--- config.mk ---
export PLATFORM = sky130hd
export DESIGN_NAME = pvc_bank
export DESIGN_NICKNAME = d
export VERILOG_FILES = /design/src/pvc_pkg.sv /design/src/pvc_restart_timer.sv /design/src/pvc_bank.sv
export VERILOG_INCLUDE_DIRS = /design/src /design/src/src
export SDC_FILE = /design/constraint.sdc
export NUM_CORES = 1
export LEC_CHECK = 0
export BUFFER_PORTS_ARGS = -buffer_cell sky130_fd_sc_hd__clkbuf_2
export CORE_ASPECT_RATIO = 2
export CORE_MARGIN = 1
export CORE_UTILIZATION = 53
export DETAILED_ROUTE_END_ITERATION = 10
export HOLD_SLACK_MARGIN = 0.03
export PLACE_DENSITY = 0.75
export SETUP_SLACK_MARGIN = 0.2
export SKIP_CTS_REPAIR_TIMING = 1
export SLEW_MARGIN = 10
export SYNTH_ARGS = -nofsm -noshare
export SYNTH_HDL_FRONTEND = slang
export SYNTH_HIERARCHICAL = 1
export SYNTH_SLANG_ARGS = --single-unit
export TNS_END_PERCENT = 30
--- constraint.sdc ---
create_clock -name i_mclk -period 2.8 [get_ports i_mclk]
set_clock_uncertainty 0.2 [all_clocks]
set_input_delay 0.42 -clock i_mclk [delete_from_list [all_inputs] [get_ports i_mclk]]
set_output_delay 0.42 -clock i_mclk [all_outputs]
set_load 0.01 [all_outputs]
--- src/pvc_params.svh ---
// constants for the output voltage command bank
`ifndef PVC_PARAMS_SVH
`define PVC_PARAMS_SVH
`define PVC_CMD_VMODE 8'h20
`define PVC_CMD_VCMD 8'h21
`define PVC_CMD_VMAX 8'h24
`define PVC_CMD_MHIGH 8'h25
`define PVC_CMD_MLOW 8'h26
`define PVC_CMD_IOFS 8'h39
`define PVC_CMD_OVRESP 8'h41
`define PVC_CMD_UVRESP 8'h45
`define PVC_CMD_TBLSEL 8'hdd
`define PVC_MODE_VID 3'h1
`define PVC_PARAM_TBL2 5'h02
`define PVC_PARAM_TBL1 5'h01
`define PVC_RST_VMAX 8'hff
`define PVC_RST_MARGIN 8'h00
`define PVC_RST_IOFS 16'h0000
`define PVC_OV_RESP 8'h80
`define PVC_UV_RESP 8'hba
`define PVC_UV_DELAY_MS 22
`define PVC_CLK_HZ 40000000
`define PVC_UV_DELAY_CYC ((`PVC_UV_DELAY_MS * `PVC_CLK_HZ) / 1000)
`endif

--- src/pvc_pkg.sv ---
// types for the output voltage command bank
package pvc_pkg;
  typedef enum logic [1:0] {PVC_RUN, PVC_OV_OFF, PVC_UV_WAIT} pvc_state_t;
  typedef struct packed {
    logic wr;
    logic rd;
    logic [7:0] cmd;
    logic [15:0] data;
  } pvc_req_t;
  typedef struct packed {
    logic other;
    logic vout_ov;
    logic vout_word;
    logic vmax_warn;
    logic uv_fault;
    logic cml_data;
  } pvc_status_t;
endpackage : pvc_pkg

--- src/pvc_restart_timer.sv ---
// restart delay counter after an undervoltage shutdown
`timescale 1ns/1ps
`include "pvc_params.svh"
module pvc_restart_timer #(
  parameter int unsigned DELAY_CYC = `PVC_UV_DELAY_CYC
) (
  input wire logic i_mclk, // clock
  input wire logic i_nrst, // sync reset, low
  input wire logic i_ce, // clock enable
  input wire logic i_start, // begin delay
  output logic o_done // one-cycle pulse at end
);
  logic [31:0] count;
  logic busy;
  // count down; restart mid-count simply reloads
  always_ff @(posedge i_mclk) begin
    if (!i_nrst) begin
      count <= 32'h0;
      busy <= 1'b0;
      o_done <= 1'b0;
    end else if (i_ce) begin
      o_done <= 1'b0;
      if (i_start) begin
        count <= DELAY_CYC - 32'h1;
        busy <= 1'b1;
      end else if (busy) begin
        if (count == 32'h0) begin
          busy <= 1'b0;
          o_done <= 1'b1;
        end else begin
          count <= count - 32'h1;
        end
      end
    end
  end
endmodule : pvc_restart_timer

--- src/pvc_bank.sv ---
// output voltage command bank: registers, clamp and fault responses
//
// What this block does
// mode byte reads VID code and table parameter
// commanded voltage is right-justified VID code
// VID table from strap pin or select command
// commanded upper byte reads zero, lower writable
// commanded voltage clamped to programmed maximum
// over-maximum request is warning, output keeps regulating
// over-maximum sets other, vout, warn, alert
// maximum resets to 00ff, upper byte zero
// margin high code, reset zero, used on select
// margin low code, reset zero, used on select
// current offset word, exponent and mantissa
// overvoltage fault latches off, sets flags, alert
// overvoltage response fixed, no restart
// undervoltage fault sets other, vout, uv, alert
// mode byte write rejected as data fault
// undervoltage shuts down, restarts after delay
// reserved upper-byte writes discarded
`timescale 1ns/1ps
`include "pvc_params.svh"
module pvc_bank #(
  parameter int unsigned UV_DELAY_CYC = `PVC_UV_DELAY_CYC
) (
  input wire logic i_mclk, // 40 MHz clock
  input wire logic i_nrst, // sync reset, low
  input wire logic i_ce, // clock enable
  input wire pvc_pkg::pvc_req_t i_req, // command read or write
  input wire logic [7:0] i_startup_voltage_code, // startup code
  input wire logic i_vid_table_strap_pin, // table strap pin
  input wire logic [1:0] i_op_margin, // 0 nominal, 1 low, 2 high
  input wire logic i_ov_detect, // overvoltage comparator pin
  input wire logic i_uv_detect, // undervoltage comparator pin
  input wire logic i_clear_faults, // clear fault pulse
  output logic [15:0] o_rdata, // read data
  output logic o_rvalid, // read data valid pulse
  output logic [7:0] o_target_vid, // code to regulate to
  output logic o_table2, // table 2 selected
  output logic o_output_enable, // regulator enabled
  output logic [15:0] o_current_offset, // offset calibration
  output pvc_pkg::pvc_status_t o_status, // sticky status flags
  output logic o_host_alert_output // alert to host, high
);
  import pvc_pkg::*;

  logic [7:0] vcmd;
  logic [7:0] vmax;
  logic [7:0] mhigh;
  logic [7:0] mlow;
  logic [15:0] iofs;
  logic tblsel_cmd;
  logic tblsel_valid;
  logic strap_q1, strap_q2;
  logic ov_q1, ov_q2, uv_q1, uv_q2;
  logic ov_prev, uv_prev;
  pvc_state_t state, next_state;
  logic uv_start, uv_done;
  logic over_max;
  logic [7:0] wr_code;

  // clamp a code to the ceiling
  function automatic logic [7:0] clamp(input logic [7:0] code, input logic [7:0] lim);
    clamp = (code > lim) ? lim : code;
  endfunction : clamp

  // pin synchronisers; first stage read only by second
  always_ff @(posedge i_mclk) begin
    if (!i_nrst) begin
      strap_q1 <= 1'b0;
      strap_q2 <= 1'b0;
      ov_q1 <= 1'b0;
      ov_q2 <= 1'b0;
      uv_q1 <= 1'b0;
      uv_q2 <= 1'b0;
    end else if (i_ce) begin
      strap_q1 <= i_vid_table_strap_pin;
      strap_q2 <= strap_q1;
      ov_q1 <= i_ov_detect;
      ov_q2 <= ov_q1;
      uv_q1 <= i_uv_detect;
      uv_q2 <= uv_q1;
    end
  end

  // only the low byte of a vid word is kept
  assign wr_code = i_req.data[7:0];
  assign over_max = i_req.wr && (i_req.cmd == `PVC_CMD_VCMD) && (wr_code > vmax);

  // vid voltage registers; startup code loaded one cycle after reset
  logic boot_pending;
  always_ff @(posedge i_mclk) begin
    if (!i_nrst) begin
      vcmd <= 8'h00;
      boot_pending <= 1'b1;
      vmax <= `PVC_RST_VMAX;
      mhigh <= `PVC_RST_MARGIN;
      mlow <= `PVC_RST_MARGIN;
      iofs <= `PVC_RST_IOFS;
    end else if (i_ce) begin
      if (boot_pending) begin
        boot_pending <= 1'b0;
        vcmd <= clamp(i_startup_voltage_code, vmax);
      end else if (i_req.wr) begin
        if (i_req.cmd == `PVC_CMD_VCMD) begin
          vcmd <= clamp(wr_code, vmax);
        end else if (i_req.cmd == `PVC_CMD_VMAX) begin
          vmax <= wr_code;
          vcmd <= clamp(vcmd, wr_code);
        end else if (i_req.cmd == `PVC_CMD_MHIGH) begin
          mhigh <= wr_code;
        end else if (i_req.cmd == `PVC_CMD_MLOW) begin
          mlow <= wr_code;
        end else if (i_req.cmd == `PVC_CMD_IOFS) begin
          iofs <= i_req.data;
        end
      end
    end
  end

  // table select command; strap rules until software writes one
  always_ff @(posedge i_mclk) begin
    if (!i_nrst) begin
      tblsel_cmd <= 1'b0;
      tblsel_valid <= 1'b0;
    end else if (i_ce && i_req.wr && i_req.cmd == `PVC_CMD_TBLSEL) begin
      tblsel_cmd <= i_req.data[0];
      tblsel_valid <= 1'b1;
    end
  end

  // fault sequencing; ov latches, uv restarts after delay
  always_comb begin
    next_state = state;
    uv_start = 1'b0;
    case (state)
      PVC_RUN: begin
        if (ov_q2 && !ov_prev) begin
          next_state = PVC_OV_OFF;
        end else if (uv_q2 && !uv_prev) begin
          next_state = PVC_UV_WAIT;
          uv_start = 1'b1;
        end
      end
      PVC_OV_OFF: begin
        if (i_clear_faults) begin
          next_state = PVC_RUN;
        end
      end
      PVC_UV_WAIT: begin
        if (ov_q2 && !ov_prev) begin
          next_state = PVC_OV_OFF;
        end else if (uv_done) begin
          next_state = PVC_RUN;
        end
      end
      default: next_state = PVC_RUN;
    endcase
  end

  always_ff @(posedge i_mclk) begin
    if (!i_nrst) begin
      state <= PVC_RUN;
      ov_prev <= 1'b0;
      uv_prev <= 1'b0;
    end else if (i_ce) begin
      state <= next_state;
      ov_prev <= ov_q2;
      uv_prev <= uv_q2;
    end
  end

  pvc_restart_timer #(
    .DELAY_CYC(UV_DELAY_CYC)
  ) u_timer (
    .i_mclk(i_mclk),
    .i_nrst(i_nrst),
    .i_ce(i_ce),
    .i_start(uv_start),
    .o_done(uv_done)
  );

  // sticky status; an event in the clear cycle wins
  always_ff @(posedge i_mclk) begin
    if (!i_nrst) begin
      o_status <= '0;
    end else if (i_ce) begin
      if (i_clear_faults) begin
        o_status <= '0;
      end
      if (over_max) begin
        o_status.other <= 1'b1;
        o_status.vout_word <= 1'b1;
        o_status.vmax_warn <= 1'b1;
      end
      if (state != PVC_OV_OFF && next_state == PVC_OV_OFF) begin
        o_status.vout_ov <= 1'b1;
        o_status.vout_word <= 1'b1;
      end
      if (uv_start) begin
        o_status.other <= 1'b1;
        o_status.vout_word <= 1'b1;
        o_status.uv_fault <= 1'b1;
      end
      if (i_req.wr && i_req.cmd == `PVC_CMD_VMODE) begin
        o_status.cml_data <= 1'b1;
      end
    end
  end

  // outputs registered; alert follows any sticky flag
  always_ff @(posedge i_mclk) begin
    if (!i_nrst) begin
      o_target_vid <= 8'h00;
      o_table2 <= 1'b0;
      o_output_enable <= 1'b0;
      o_current_offset <= `PVC_RST_IOFS;
      o_host_alert_output <= 1'b0;
    end else if (i_ce) begin
      if (i_op_margin == 2'h2) begin
        o_target_vid <= clamp(mhigh, vmax);
      end else if (i_op_margin == 2'h1) begin
        o_target_vid <= clamp(mlow, vmax);
      end else begin
        o_target_vid <= vcmd;
      end
      o_table2 <= tblsel_valid ? tblsel_cmd : strap_q2;
      o_output_enable <= (next_state == PVC_RUN) && !boot_pending;
      o_current_offset <= iofs;
      o_host_alert_output <= |o_status;
    end
  end

  // read mux; vid words return zero upper byte
  always_ff @(posedge i_mclk) begin
    if (!i_nrst) begin
      o_rdata <= 16'h0000;
      o_rvalid <= 1'b0;
    end else if (i_ce) begin
      o_rvalid <= i_req.rd;
      if (i_req.cmd == `PVC_CMD_VMODE) begin
        o_rdata <= {8'h00, `PVC_MODE_VID, (o_table2 ? `PVC_PARAM_TBL2 : `PVC_PARAM_TBL1)};
      end else if (i_req.cmd == `PVC_CMD_VCMD) begin
        o_rdata <= {8'h00, vcmd};
      end else if (i_req.cmd == `PVC_CMD_VMAX) begin
        o_rdata <= {8'h00, vmax};
      end else if (i_req.cmd == `PVC_CMD_MHIGH) begin
        o_rdata <= {8'h00, mhigh};
      end else if (i_req.cmd == `PVC_CMD_MLOW) begin
        o_rdata <= {8'h00, mlow};
      end else if (i_req.cmd == `PVC_CMD_IOFS) begin
        o_rdata <= iofs;
      end else if (i_req.cmd == `PVC_CMD_OVRESP) begin
        o_rdata <= {8'h00, `PVC_OV_RESP};
      end else if (i_req.cmd == `PVC_CMD_UVRESP) begin
        o_rdata <= {8'h00, `PVC_UV_RESP};
      end else if (i_req.cmd == `PVC_CMD_TBLSEL) begin
        o_rdata <= {15'h0000, o_table2};
      end else begin
        o_rdata <= 16'h0000;
      end
    end
  end

  // checks
  a_cmd_clamped: assert property (@(posedge i_mclk) disable iff (!i_nrst) vcmd <= vmax)
    else $error("commanded code above ceiling");
  a_over_warns: assert property (@(posedge i_mclk) disable iff (!i_nrst)
    (i_ce && over_max && !i_clear_faults) |=> o_status.vmax_warn && o_status.other)
    else $error("over-maximum write not flagged");
  a_alert_follows: assert property (@(posedge i_mclk) disable iff (!i_nrst)
    (i_ce && o_status.vmax_warn) |=> o_host_alert_output)
    else $error("alert missing");
  a_ov_latched: assert property (@(posedge i_mclk) disable iff (!i_nrst)
    (state == PVC_OV_OFF && !i_clear_faults) |=> state == PVC_OV_OFF)
    else $error("overvoltage latch released");
  a_ov_disables: assert property (@(posedge i_mclk) disable iff (!i_nrst)
    (i_ce && state == PVC_OV_OFF && !i_clear_faults) |=> !o_output_enable)
    else $error("output on during overvoltage");
  a_uv_flags: assert property (@(posedge i_mclk) disable iff (!i_nrst)
    (i_ce && uv_start && !i_clear_faults) |=> o_status.uv_fault)
    else $error("undervoltage not flagged");
  a_mode_reject: assert property (@(posedge i_mclk) disable iff (!i_nrst)
    (i_ce && i_req.wr && i_req.cmd == `PVC_CMD_VMODE) |=> o_status.cml_data)
    else $error("mode write not rejected");
  a_upper_zero: assert property (@(posedge i_mclk) disable iff (!i_nrst)
    (i_ce && !boot_pending && i_req.wr && i_req.cmd == `PVC_CMD_MHIGH) |=> mhigh == $past(i_req.data[7:0]))
    else $error("reserved byte kept on write");

  // read path
  a_read_valid: assert property (@(posedge i_mclk) disable iff (!i_nrst)
    (i_ce && i_req.rd) |=> o_rvalid)
    else $error("read not answered");
  a_mode_code: assert property (@(posedge i_mclk) disable iff (!i_nrst)
    (i_ce && i_req.rd && i_req.cmd == `PVC_CMD_VMODE) |=> o_rdata[7:5] == `PVC_MODE_VID)
    else $error("mode code wrong");
  a_ov_resp_fixed: assert property (@(posedge i_mclk) disable iff (!i_nrst)
    (i_ce && i_req.rd && i_req.cmd == `PVC_CMD_OVRESP) |=> o_rdata == {8'h00, `PVC_OV_RESP})
    else $error("overvoltage response changed");
  a_uv_resp_fixed: assert property (@(posedge i_mclk) disable iff (!i_nrst)
    (i_ce && i_req.rd && i_req.cmd == `PVC_CMD_UVRESP) |=> o_rdata == {8'h00, `PVC_UV_RESP})
    else $error("undervoltage response changed");
  a_table_strap: assert property (@(posedge i_mclk) disable iff (!i_nrst)
    (i_ce && !tblsel_valid) |=> o_table2 == $past(strap_q2))
    else $error("table not taken from strap");
  a_table_cmd: assert property (@(posedge i_mclk) disable iff (!i_nrst)
    (i_ce && tblsel_valid) |=> o_table2 == $past(tblsel_cmd))
    else $error("table not taken from command");

  // voltage codes; the past ceiling is used since a write may lower it
  a_cmd_write: assert property (@(posedge i_mclk) disable iff (!i_nrst)
    (i_ce && !boot_pending && i_req.wr && i_req.cmd == `PVC_CMD_VCMD && wr_code <= vmax) |=> vcmd == $past(wr_code))
    else $error("commanded code not stored");
  a_vmax_lowers: assert property (@(posedge i_mclk) disable iff (!i_nrst)
    (i_ce && !boot_pending && i_req.wr && i_req.cmd == `PVC_CMD_VMAX) |=> vcmd <= $past(wr_code))
    else $error("commanded code above new ceiling");
  a_margin_ceiling: assert property (@(posedge i_mclk) disable iff (!i_nrst)
    (i_ce && i_op_margin == 2'h2) |=> o_target_vid <= $past(vmax))
    else $error("margin target above ceiling");
  a_warn_runs: assert property (@(posedge i_mclk) disable iff (!i_nrst)
    (i_ce && over_max && !boot_pending && next_state == PVC_RUN) |=> o_output_enable)
    else $error("over-maximum write stopped the output");

  // fault sequencing
  a_ov_status: assert property (@(posedge i_mclk) disable iff (!i_nrst)
    (i_ce && state != PVC_OV_OFF && next_state == PVC_OV_OFF) |=> o_status.vout_ov && o_status.vout_word)
    else $error("overvoltage not flagged");
  a_uv_off: assert property (@(posedge i_mclk) disable iff (!i_nrst)
    (i_ce && state == PVC_UV_WAIT && !uv_done) |=> !o_output_enable)
    else $error("output on during restart delay");
  a_uv_restart: assert property (@(posedge i_mclk) disable iff (!i_nrst)
    (i_ce && state == PVC_UV_WAIT && uv_done && !(ov_q2 && !ov_prev)) |=> o_output_enable)
    else $error("no restart after delay");
  a_alert_clear: assert property (@(posedge i_mclk) disable iff (!i_nrst)
    (i_ce && o_status == '0) |=> !o_host_alert_output)
    else $error("alert without a flag");
  c_over_max: cover property (@(posedge i_mclk) over_max);
  c_ov_off: cover property (@(posedge i_mclk) state == PVC_OV_OFF);
  c_uv_restart: cover property (@(posedge i_mclk) state == PVC_UV_WAIT && uv_done);
  c_margin_high: cover property (@(posedge i_mclk) i_ce && i_op_margin == 2'h2);
  c_mode_write: cover property (@(posedge i_mclk) i_req.wr && i_req.cmd == `PVC_CMD_VMODE);
endmodule : pvc_bank

### After elaboration in Yosys (flattened, before gate mapping)

Cells that the tools add are included.

* word-level logic and storage cells: 146
* memories: 0
* register bits after elaboration: 145
* bits in writable memories: 0
* latch bits: 0
* memory bits (read-only): 0
* output and inout bits: 50

* equality and inequality tests: 16
* shifts and indexed selects: 0
* mux-type cells: 48
* divide/modulo/power cells: 0
* order comparisons: 5
* bitwise logic cells: 5
* multiply operators: 0
* reduce and logical (&&, ||, !) cells: 38
* $add $sub $neg: 1

Operators by type and width (number)
* $mux 8: 13
* $mux 16: 6
* $mux 32: 3
* $eq 8x6->1 const B: 6
* $gt 8x8->1: 5
* $logic_not 32->1: 1
* $sub 32x1->32 const B: 1
* $eq 8x7->1 const B: 2
* $mux 1: 16
* $mux 2: 8
* $reduce_and 2->1: 6
* $reduce_bool 2->1: 6
* $logic_and 1x1->1: 9
* $reduce_bool 3->1: 3
* $eq 8x8->1 const B: 1
* $reduce_and 8->1: 1
* $reduce_and 7->1: 1
* $eq 2x1->1 const B: 3
* $mux 6: 1
* $pmux 2 s3: 1
* $reduce_and 6->1: 1
* $reduce_or 6->1: 1
* $not 1->1: 5
* $reduce_and 5->1: 1
* 7 further kinds: 12

### Depth between registers and ports, before layout

Gate-level depths: netlist of the first run.

* depth after elaboration: 10
* mapped depth: 10

### Modules after synthesis

The synthesis of the first run kept the hierarchy.

Modules (own cells, without submodules)
* pvc_bank: sequential area each 2222.1 µm², times used 1, area each 6179.7 µm², cells an instance 755
* pvc_restart_timer: sequential area each 680.7 µm², times used 1, area each 1913.1 µm², cells an instance 222

### Least setup slack after synthesis of the first run

Ideal clock, no wire load.

* kind: flip-flop to flip-flop
* start point: register u_timer.count[2]
* end point: register u_timer.count[21]
* stages on the path, launching flop included: 7
* data arrival time: 2.417 ns
* setup time: 0.070 ns
* setup slack: 0.114 ns
* cell sequence: dfxtp_1 or4_4 or4_1 buf_2 or4b_4 or4_1 a21oi_1

* longest elaborated chain between the ends: 4

Ends and longest elaborated chain
* from (decl): line pvc_restart_timer.sv:13 `logic [31:0] count;`
* from (signal assigned): line pvc_restart_timer.sv:24 `count <= DELAY_CYC - 32'h1;`
* from (signal assigned): line pvc_restart_timer.sv:31 `count <= count - 32'h1;`
* $sub 32x1->32: line pvc_restart_timer.sv:31
* $mux 32: line pvc_restart_timer.sv:27 `if (count == 32'h0) begin`
* $mux 32: line pvc_restart_timer.sv:26 `end else if (busy) begin`
* $mux 32: line pvc_restart_timer.sv:23 `if (i_start) begin`

Parallel ways exist; a longest one is shown, timed or not. The select of a mux whose other input is x is not followed.
A chain may end at the register's enable or synchronous reset.

### Worst setup path in the final report of the first run

* start point: register u_timer.count[5]
* end point: register u_timer.count[21]

Same word-level chain as after synthesis.

==> results of run 1 <==
-- how the worst min path moves through the flow --
stage,from,to
finish,i_req[8],iofs[8]
global route,i_req[8],iofs[8]
CTS,i_req[15],iofs[15]
detailed placement,o_rdata[3],o_rdata[3]
global placement,u_timer/count[30],u_timer/count[30]
floorplan,u_timer/count[31],u_timer/count[31]
-- logic make-up (layout without fill, tap and decap cells) --
group,after synthesis,in the layout,share of synthesized area [%]
fa+ha+maj,41,41,6.34
xor+xnor,3,3,0.325
compound gates,248,248,20.5
mux,70,70,8.84
buf+inv,89,235,4.85
flops,145,145,35.9
simple gates,381,381,23.3
-- layer usage --
layer / up-vias / part of all wire (%)
li1: 3836 / -
met1: 3781 / 34
met2: 300 / 52
met3: 121 / 4.8
met4: 0 / 9.0
met5: - / 0
-- worst reg2reg max path: cells and delay by family (launching register included) --
kind	cells	cell delay, ns
AOI/OAI and AO/OA	1	0.13
DFF	1	0.33
and+or+nand+nor	4	1.95
-- state kept, by name (all words and copies together), names as in the netlist, 2 cells and up --
name and cells:
vmax 8, o_status 6, mlow 8, vcmd 8, iofs 16, state 2, o_current_offset 16, mhigh 8
u_timer/count 32, o_target_vid 8, o_rdata 16
-- layout by cell type, fill, tap and decap left out, types with 8 or more instances in the layout --
cell | synthesis | final
mux2_2 | 11 | 11
buf_4 | 3 | 73
nor2_1 | 117 | 117
clkbuf_16 | 0 | 17
a31oi_1 | 11 | 11
nor4_1 | 9 | 9
o211ai_1 | 17 | 17
mux2i_1 | 58 | 58
nor2b_1 | 13 | 13
a41oi_1 | 8 | 8
dfxtp_1 | 145 | 144
o21ai_0 | 32 | 31
ha_1 | 41 | 41
o31ai_1 | 11 | 11
nand2b_1 | 17 | 17
nand3_1 | 23 | 23
a22oi_1 | 9 | 9
nand4_1 | 10 | 10
nor3_1 | 10 | 10
or3_1 | 19 | 19
inv_1 | 26 | 25
clkbuf_2 | 0 | 91
nand2_1 | 109 | 109
o21a_1 | 9 | 9
or4_1 | 16 | 12
a21oi_1 | 81 | 81
-- final cells by class --
cell class	count	area (um2)	area share [%]
timing repair buffer	175	1130	11.5
sequential	145	2910	29.5
inverter	28	105	1.07
multi-input combinational	743	4820	49.0
tap	195	244	2.48
clock inverter	15	215	2.18
clock buffer	17	425	4.32
-- stage by stage --
step	power [W]	std cells	cell area (um2)	util, %	hold WS [ns]
after floorplan	0.00260	977	8110	-	0.238
after detailed placement	0.00285	1277	9100	61.1	0.261
final	0.00530	1318	9850	66.1	0.0150
after CTS	0.00529	1309	9750	65.4	-0.0000521
after global placement	0.00284	1277	9100	61.1	0.252
after global routing	0.00546	1318	9850	66.1	0.0330
-- report_power, final --
part / internal, W / switching [W]
clock: 0.00145 / 0.00101
combinational: 0.000268 / 0.000422
sequential: 0.00210 / 0.0000438
total: 0.00382 / 0.00148
==> impl.org, run 1 <==
** Outcome
- Outcome :: finished clean

** Global routing
- Entering global routing, the biggest net connects 66 pins.
- Global-route wire length before repair :: 40600 um
- Initial antenna violation count :: 0
- Routing layer with the top usage in global route :: met2
- Grt met1 use :: 33.1%
- Met2 Usage GRT :: 62.4%
- Global Route met3 Usage :: 6.86%
- The number of global-route vias before repair is 7827.
- Total overflow reported by the global router :: 0
- GRT Overall Usage :: 34.8%

** Layout
- 0 antenna diodes ended up in the layout.
- Count of filler cells inserted in the layout :: 1263
- Area growth, synth to finish :: 21.7%
- The final layout contains 1194 nets.
- Share of cells above drive strength 1 :: 21.6%

** Critical path
- The critical path is of the flop to flop type.
- On the worst path, the slowest cell contributes a delay of 0.57 ns.
- The most numerous cell type found on the critical path is or4_4.
- STA classifies the critical path startpoint as a flop.
- Chain of cells forming the critical path :: or4_4 -> or4_4 -> or4b_4 -> or4_1 -> a21oi_1
- Data on the critical path is required at its endpoint by 2.96 ns.
- Number of buffers and inverters on the critical path :: 0
- Origin of the critical flop-to-flop path :: u_timer/count[5]
- The critical path crosses 5 cells after its start point.
- Critical path arrival :: 2.85 ns
- Critical Path Source :: u_timer/count[5]
- For this design, the slowest cell found on the critical path is or4_4.
- Termination of the worst setup path :: u_timer/count[21]
- R2r endpoint :: u_timer/count[21]
- Cells on worst reg2reg path :: 5
- CP top delay family :: simple AND/OR/NAND/NOR gates
- R2R setup slack :: 0.11 ns
- Critical path peak fanout :: 8
- Setup crit end kind :: flop

** Timing
- Setup slack on the critical path of the routed design comes to 0.110 ns.
- Setup repair after global routing could not meet its margin everywhere.
- Number of failing setup endpoints in the final timing report :: 0
- Fmax :: 372 MHz
- Summed over all failing endpoints, the final setup total negative slack is 0 ns.
- Number of max-slew violations in the final report :: 0
- Measured against its own limit, the worst slew margin works out to 53.5%.
- The worst path in the final design needs a cycle of 2.69 ns, including I/O delays and setup.
- Count of final hold-check violations :: 0
- Slew at the pin closest to its max-slew limit :: 0.697 ns
- The worst path uses 96.1% of the clock period.

** Logic synthesis
- Fraction of registers with async set or reset after synthesis :: 0%
- Synth Instances :: 977
- Share of the synthesized area in the top cell type :: 35.9%
- Cell type with the highest aggregate area in the netlist :: dfxtp_1
- Post-synthesis area per instance :: 8.28 um2
- The mapped netlist covers 8090 um2.
- After synthesis, flip-flops and latches occupy 35.9% of the total area.
- dfxtp_1 is the most common cell in the netlist.
- Leading post-synthesis cells by cell area :: dfxtp_1 36%, mux2i_1 7.2%, ha_1 6.3%
- Synthesis produced a netlist with a net count of 1061.
- Count of flip-flops with a built-in enable after synthesis :: 0
- In the synthesized netlist the dominant register cell turns out to be dfxtp_1.
- The commonest cells after synthesis are 145 x dfxtp_1, 117 x nor2_1, 109 x nand2_1.
- Synthesis inferred 145 register bits.
- Counting distinct cell types in the post-synthesis netlist gives 79.
- For this run, the number of Yosys warnings is 6.

** Drt
- Before antenna repair, the detailed router went through 5 iterations.
- Remaining DRCs :: 0
- The final route contains 8038 vias.
- The detail route stage leaves a number of antenna-violating nets equal to 0.
- Dividing the detail-routed via count by the number of cells gives 6.10.
- The final layout contains routed wiring with a total length of 26500 um.
- The first routing iteration left 490 violations.
- In the final routed layout, each cell accounts on average for 20.1 um.

** Clock network
- Register clock-pin slew on the reported worst setup and hold paths :: 0.07 ns
- Clock tree synthesis selected as its root buffer the cell clkbuf_16.
- Maximum level of the CTS H-tree :: 4
- Counting every sink on the clock net gives 145.
- The later pin in the worst-skew pair is clocked with a latency of 0.43 ns.
- Largest buffer count on any clock path :: 2
- Buffers inserted during clock tree synthesis total 17.
- TritonCTS clock tree :: done

** Pwr
- The worst-case IR drop observed on VDD is 0.536 mV.
- Leakage power summed over all cells :: 4.27 nW
- Power spread over the standard cell area amounts to 538 nW/um2.

** Worst hold path
- The worst hold path belongs to the class primary input to flop.
- Cell depth of the worst hold path :: 3

** Place
- Routability-driven placement finished with a final weighted congestion of 1.01.
- Post-placement worst setup slack :: 0.124 ns
- The HPWL after detailed placement is 20100 um.
- In this run the tool buffered the top-level ports with 92 buffer cells.

** Floorplanning
- Die width :: 89.4 um
- Core Rows :: 63
- Std-Cell Core Area :: 14900 um2
- Total die area :: 15800 um2
- Chip Height :: 177 um
- Starting Density :: 54.3%
- Boundary pin count :: 93

** Job
- The tool flagged a number of max-cap violations equal to 0.
(Power assumes the default switching activity.)
==> run 2, diff against run 1 <==
--- a/config.mk
+++ b/config.mk
@@ -6,13 +6,14 @@
 export SDC_FILE = /design/constraint.sdc
 export NUM_CORES = 1
 export LEC_CHECK = 0
+export ABC_AREA = 1
 export BUFFER_PORTS_ARGS = -buffer_cell sky130_fd_sc_hd__clkbuf_2
 export CORE_ASPECT_RATIO = 2
 export CORE_MARGIN = 1
-export CORE_UTILIZATION = 53
+export CORE_UTILIZATION = 54
 export DETAILED_ROUTE_END_ITERATION = 10
 export HOLD_SLACK_MARGIN = 0.03
-export PLACE_DENSITY = 0.75
+export PLACE_DENSITY = 0.76
 export SETUP_SLACK_MARGIN = 0.2
 export SKIP_CTS_REPAIR_TIMING = 1
 export SLEW_MARGIN = 10
==> run 2 against run 1 <==
  * Combinational power grew 100%
  * Largest power group unchanged
  * Maximum frequency is 11% higher
  * Final area rose by 0.27%
  * First-iteration DRC count increased by 33%
  * Synthesized cell count up 34%
  * Worst hold slack better by 0.020 ns
  * Non-clock buffer count is 51 lower
  * Critical path depth up 6
  * Core utilization decreased by 1.9 points
  * Final cell count rose by 22%
  * Sequential power increased by 3%
  * Register-to-register slack better by 0.26 ns
==> impl.org, run 2 <==
** Outcome
- Outcome :: finished clean

** Logic synthesis
- Counting flops and latches in the post-synthesis netlist gives 145.
- Summed over its instances, the top area cell type makes up 34.1% of the synthesized netlist area.
- Synth Instances :: 1306
- Post-synthesis area per instance :: 6.51 um2
- Synthesis instantiated 40 different standard cells from the library.
- Multiplexer share of the synthesized area :: 0%
- Summing the areas of all and, or, nand and nor instances in the mapped netlist gives 33.5% of the synthesized area.
- Synthesized netlist net count :: 1390
- In the synthesized netlist the async set-or-reset flop fraction comes to 0%.
- Summed instance area of the synthesized netlist :: 8510 um2
- Summing the areas of all fa, ha and maj instances in the mapped netlist gives 6.03% of the synthesized area.
- Most instantiated library cell after synthesis :: nand2_1
- Number of synthesis warnings :: 6
- Counting flops with a built-in enable in the synthesized netlist gives 0.
- The synthesized netlist devotes 15.9% of its cell area to compound gates.
- Cell type with the highest aggregate area in the netlist :: dfxtp_1
- After synthesis, flip-flops and latches occupy 34.1% of the total area.
- After synthesis, the largest family of logic cells by area is simple AND/OR/NAND/NOR gates.
- Leading post-synthesis cells by cell area :: dfxtp_1 34%, nand2_1 13%, a21oi_1 7.9%
- Leading post-synthesis cells by instance count :: 302 x nand2_1, 177 x nor2_1, 145 x dfxtp_1
- Summing the areas of all xor and xnor instances in the mapped netlist gives 1.24% of the synthesized area.
- In the synthesized netlist the dominant register cell turns out to be dfxtp_1.

** Drt
- After detailed routing, the number of vias per cell comes to 5.71.
- Once detail routing completed, the nets flagged for antenna violations numbered 0.
- The final layout contains routed wiring with a total length of 30000 um.
- After the first detailed-routing iteration, the DRC count stood at 651.
- Before antenna repair, the detailed router went through 5 iterations.
- In the routed design, unresolved DRC markers number 0.
- Average routed wire per standard cell :: 18.6 um
- Detailed routing inserted a total of 9210 vias.

** Worst hold path
- Classification of the worst-slack hold path :: primary input to flop

** Floorplanning
- Core Rows :: 64
- Total die area :: 16300 um2
- The floorplan step set the die width to 90.8 um.
- From bottom edge to top edge, the die measures 180 um.
- Std-Cell Core Area :: 15400 um2
- Pin placement for this block handled 93 I/O pins.
- For this configuration, the core starts out at a cell density of 55.3%.

** Layout
- Top reg by flops :: u_timer/count
- The post-route netlist has 14.4% of its cells at a drive strength greater than 1.
- Commonest non-fill, non-tap cell in the layout :: nand2_1
- After the last flow step, the layout net total stands at 1486.
- The register with the most flip-flops in the layout has 32 of them.
- The library cells used most frequently in the layout, excluding fill and tap cells, are 299 x nand2_1, 177 x nor2_1, 145 x dfxtp_1, 135 x a21oi_1, 127 x inv_1.
- Design area :: 9880 um2
- From synthesis to final layout, the design area changed by 16.1%.

** Pwr
- Share of power burned in registers :: 36.5%
- For this design the static power due to leakage is 4.89 nW.
- Part of the power in combinational logic :: 23.1%
- Of the total power, the clock network draws 40.4%.
- Cell internal power was estimated by the tool at 0.00413 W.
- In this run switching power makes up 32.0% of total power.
- Sw power :: 0.00194 W
- Power spread over the standard cell area amounts to 615 nW/um2.
- The worst-case IR drop observed on VDD is 0.374 mV.

** Clock network
- The clock drives 145 sinks.
- Largest buffer count on any clock path :: 2
- Root Buffer :: clkbuf_16
- TritonCTS clock tree :: done
- In this run the number of H-tree levels came out at 4.
- In this run, CTS created clock tree buffers numbering 17.
- The later pin in the worst-skew pair is clocked with a latency of 0.44 ns.
- Register clock-pin slew on the reported worst setup and hold paths :: 0.07 ns

** Timing
- Unrepaired setup endpoints after global routing :: true
- For the pin with the worst max-slew slack, the measured transition is 0.633 ns.
- Fmax :: 412 MHz
- The final count of pins violating max slew is 0.
- The number of endpoints with negative hold slack in the final report was 0.
- Setup violations remaining at the end of the flow were counted as 0.
- The worst pin sits at a relative slew slack of 57.5%.
- The worst path in the final design needs a cycle of 2.43 ns, including I/O delays and setup.
- Fin crit share :: 86.7%
- For the final routed database, the setup TNS stands at 0 ns.

** Place
- Number of input and output port buffers inserted :: 92
- Post-DP Area :: 9200 um2
- Detailed placement finished with a half-perimeter wire length of 22900 um.
- Final estimated routing congestion in global placement :: 1.05

** Global routing
- Global routing used 37.7% of the available tracks across all layers.
- Number of global-route vias before repair :: 9060
- The first global-routing pass estimated 46600 um of wire.
- The initial antenna violation count came to 1.
- Total overflow reported by the global router :: 0
- Entering global routing, the biggest net connects 34 pins.

** Job
- The tool flagged a number of max-cap violations equal to 0.

** Critical path
- CP required :: 2.92 ns
- Startpoint type of the worst setup path :: flop
- Setup crit end kind :: flop
- The critical path is of the flop to flop type.
- Data on the critical path arrives at its endpoint at 2.55 ns.
- In this run the worst path has a maximum fanout of 32.
run 2: final timing paths:
| kind | startpoint | to | slack, ns | cells after the start |
|---|---|---|---|---|
| worst max-delay path | u_timer/count[0] | u_timer/count[30] | 0.37 | 11 |
| worst min-delay path | i_vid_table_strap_pin | strap_q1 | 0.03 | 3 |
| worst max register to register | u_timer/count[0] | u_timer/count[30] | 0.37 | 11 |
| worst min register to register | o_current_offset[14] | o_current_offset[14] | 0.26 | 2 |
run 2: power by group through the flow:
stage               Clock, W  Sequential (W)  Combinational, W
finish               0.00246         0.00222           0.00140
global placement           0         0.00226           0.00135
global route         0.00257         0.00222           0.00156
CTS                  0.00248         0.00221           0.00138
floorplan                  0         0.00224          0.000995
detailed placement         0         0.00226           0.00137
run 2: cell families after synthesis:
group	count (synthesis)
simple gates	656
flops	145
buf+inv	191
fa+ha+maj	41
xor+xnor	12
compound gates	261
run 2: through the flow:
| stage | setup slack, ns | power [W] | hold WS [ns] | cells | util [%] |
|---|---|---|---|---|---|
| 5_1_grt | 0.137 | 0.00635 | 0.0308 | 1613 | 64.2 |
| 3_3_place_gp | 0.310 | 0.00360 | 0.233 | 1578 | 59.8 |
| 3_5_place_dp | 0.310 | 0.00363 | 0.241 | 1578 | 59.8 |
| 2_1_floorplan | 0.752 | 0.00324 | 0.225 | 1306 | - |
| 4_1_cts | 0.326 | 0.00607 | 0.00853 | 1609 | 63.9 |
| 6_report | 0.373 | 0.00608 | 0.0346 | 1613 | 64.2 |
run 2: critical path, stage by stage, from the launching register on:
cell and delay, ns:
dfxtp_1 0.35, inv_1 0.19, ha_1 0.32, nand2_4 0.11
nor2_8 0.18, nand2_2 0.10, nor2_4 0.13, nor2_2 0.07
nor2_8 0.39, nor2_1 0.10, nor2_1 0.11, nor2_1 0.04
run 2: cell type report:
type	count	area, um2
Antenna cell	1	2.50
Clock buffer	19	443
Clock inverter	12	184
Fill cell	1439	5500
Inverter	144	547
Multi-Input combinational cell	970	4840
Sequential cell	145	2900
Tap cell	198	248
Timing Repair Buffer	124	708
run 2: per-layer routing:
| layer | vias up | track usage [%] | wire length (um) |
|---|---|---|---|
| li1 | 4438 | - | - |
| met1 | 4191 | 33.1 | 9520 |
| met2 | 403 | 69.2 | 15800 |
| met3 | 178 | 7.32 | 1490 |
| met4 | 0 | 35.7 | 3150 |
| met5 | - | 0 | 0 |
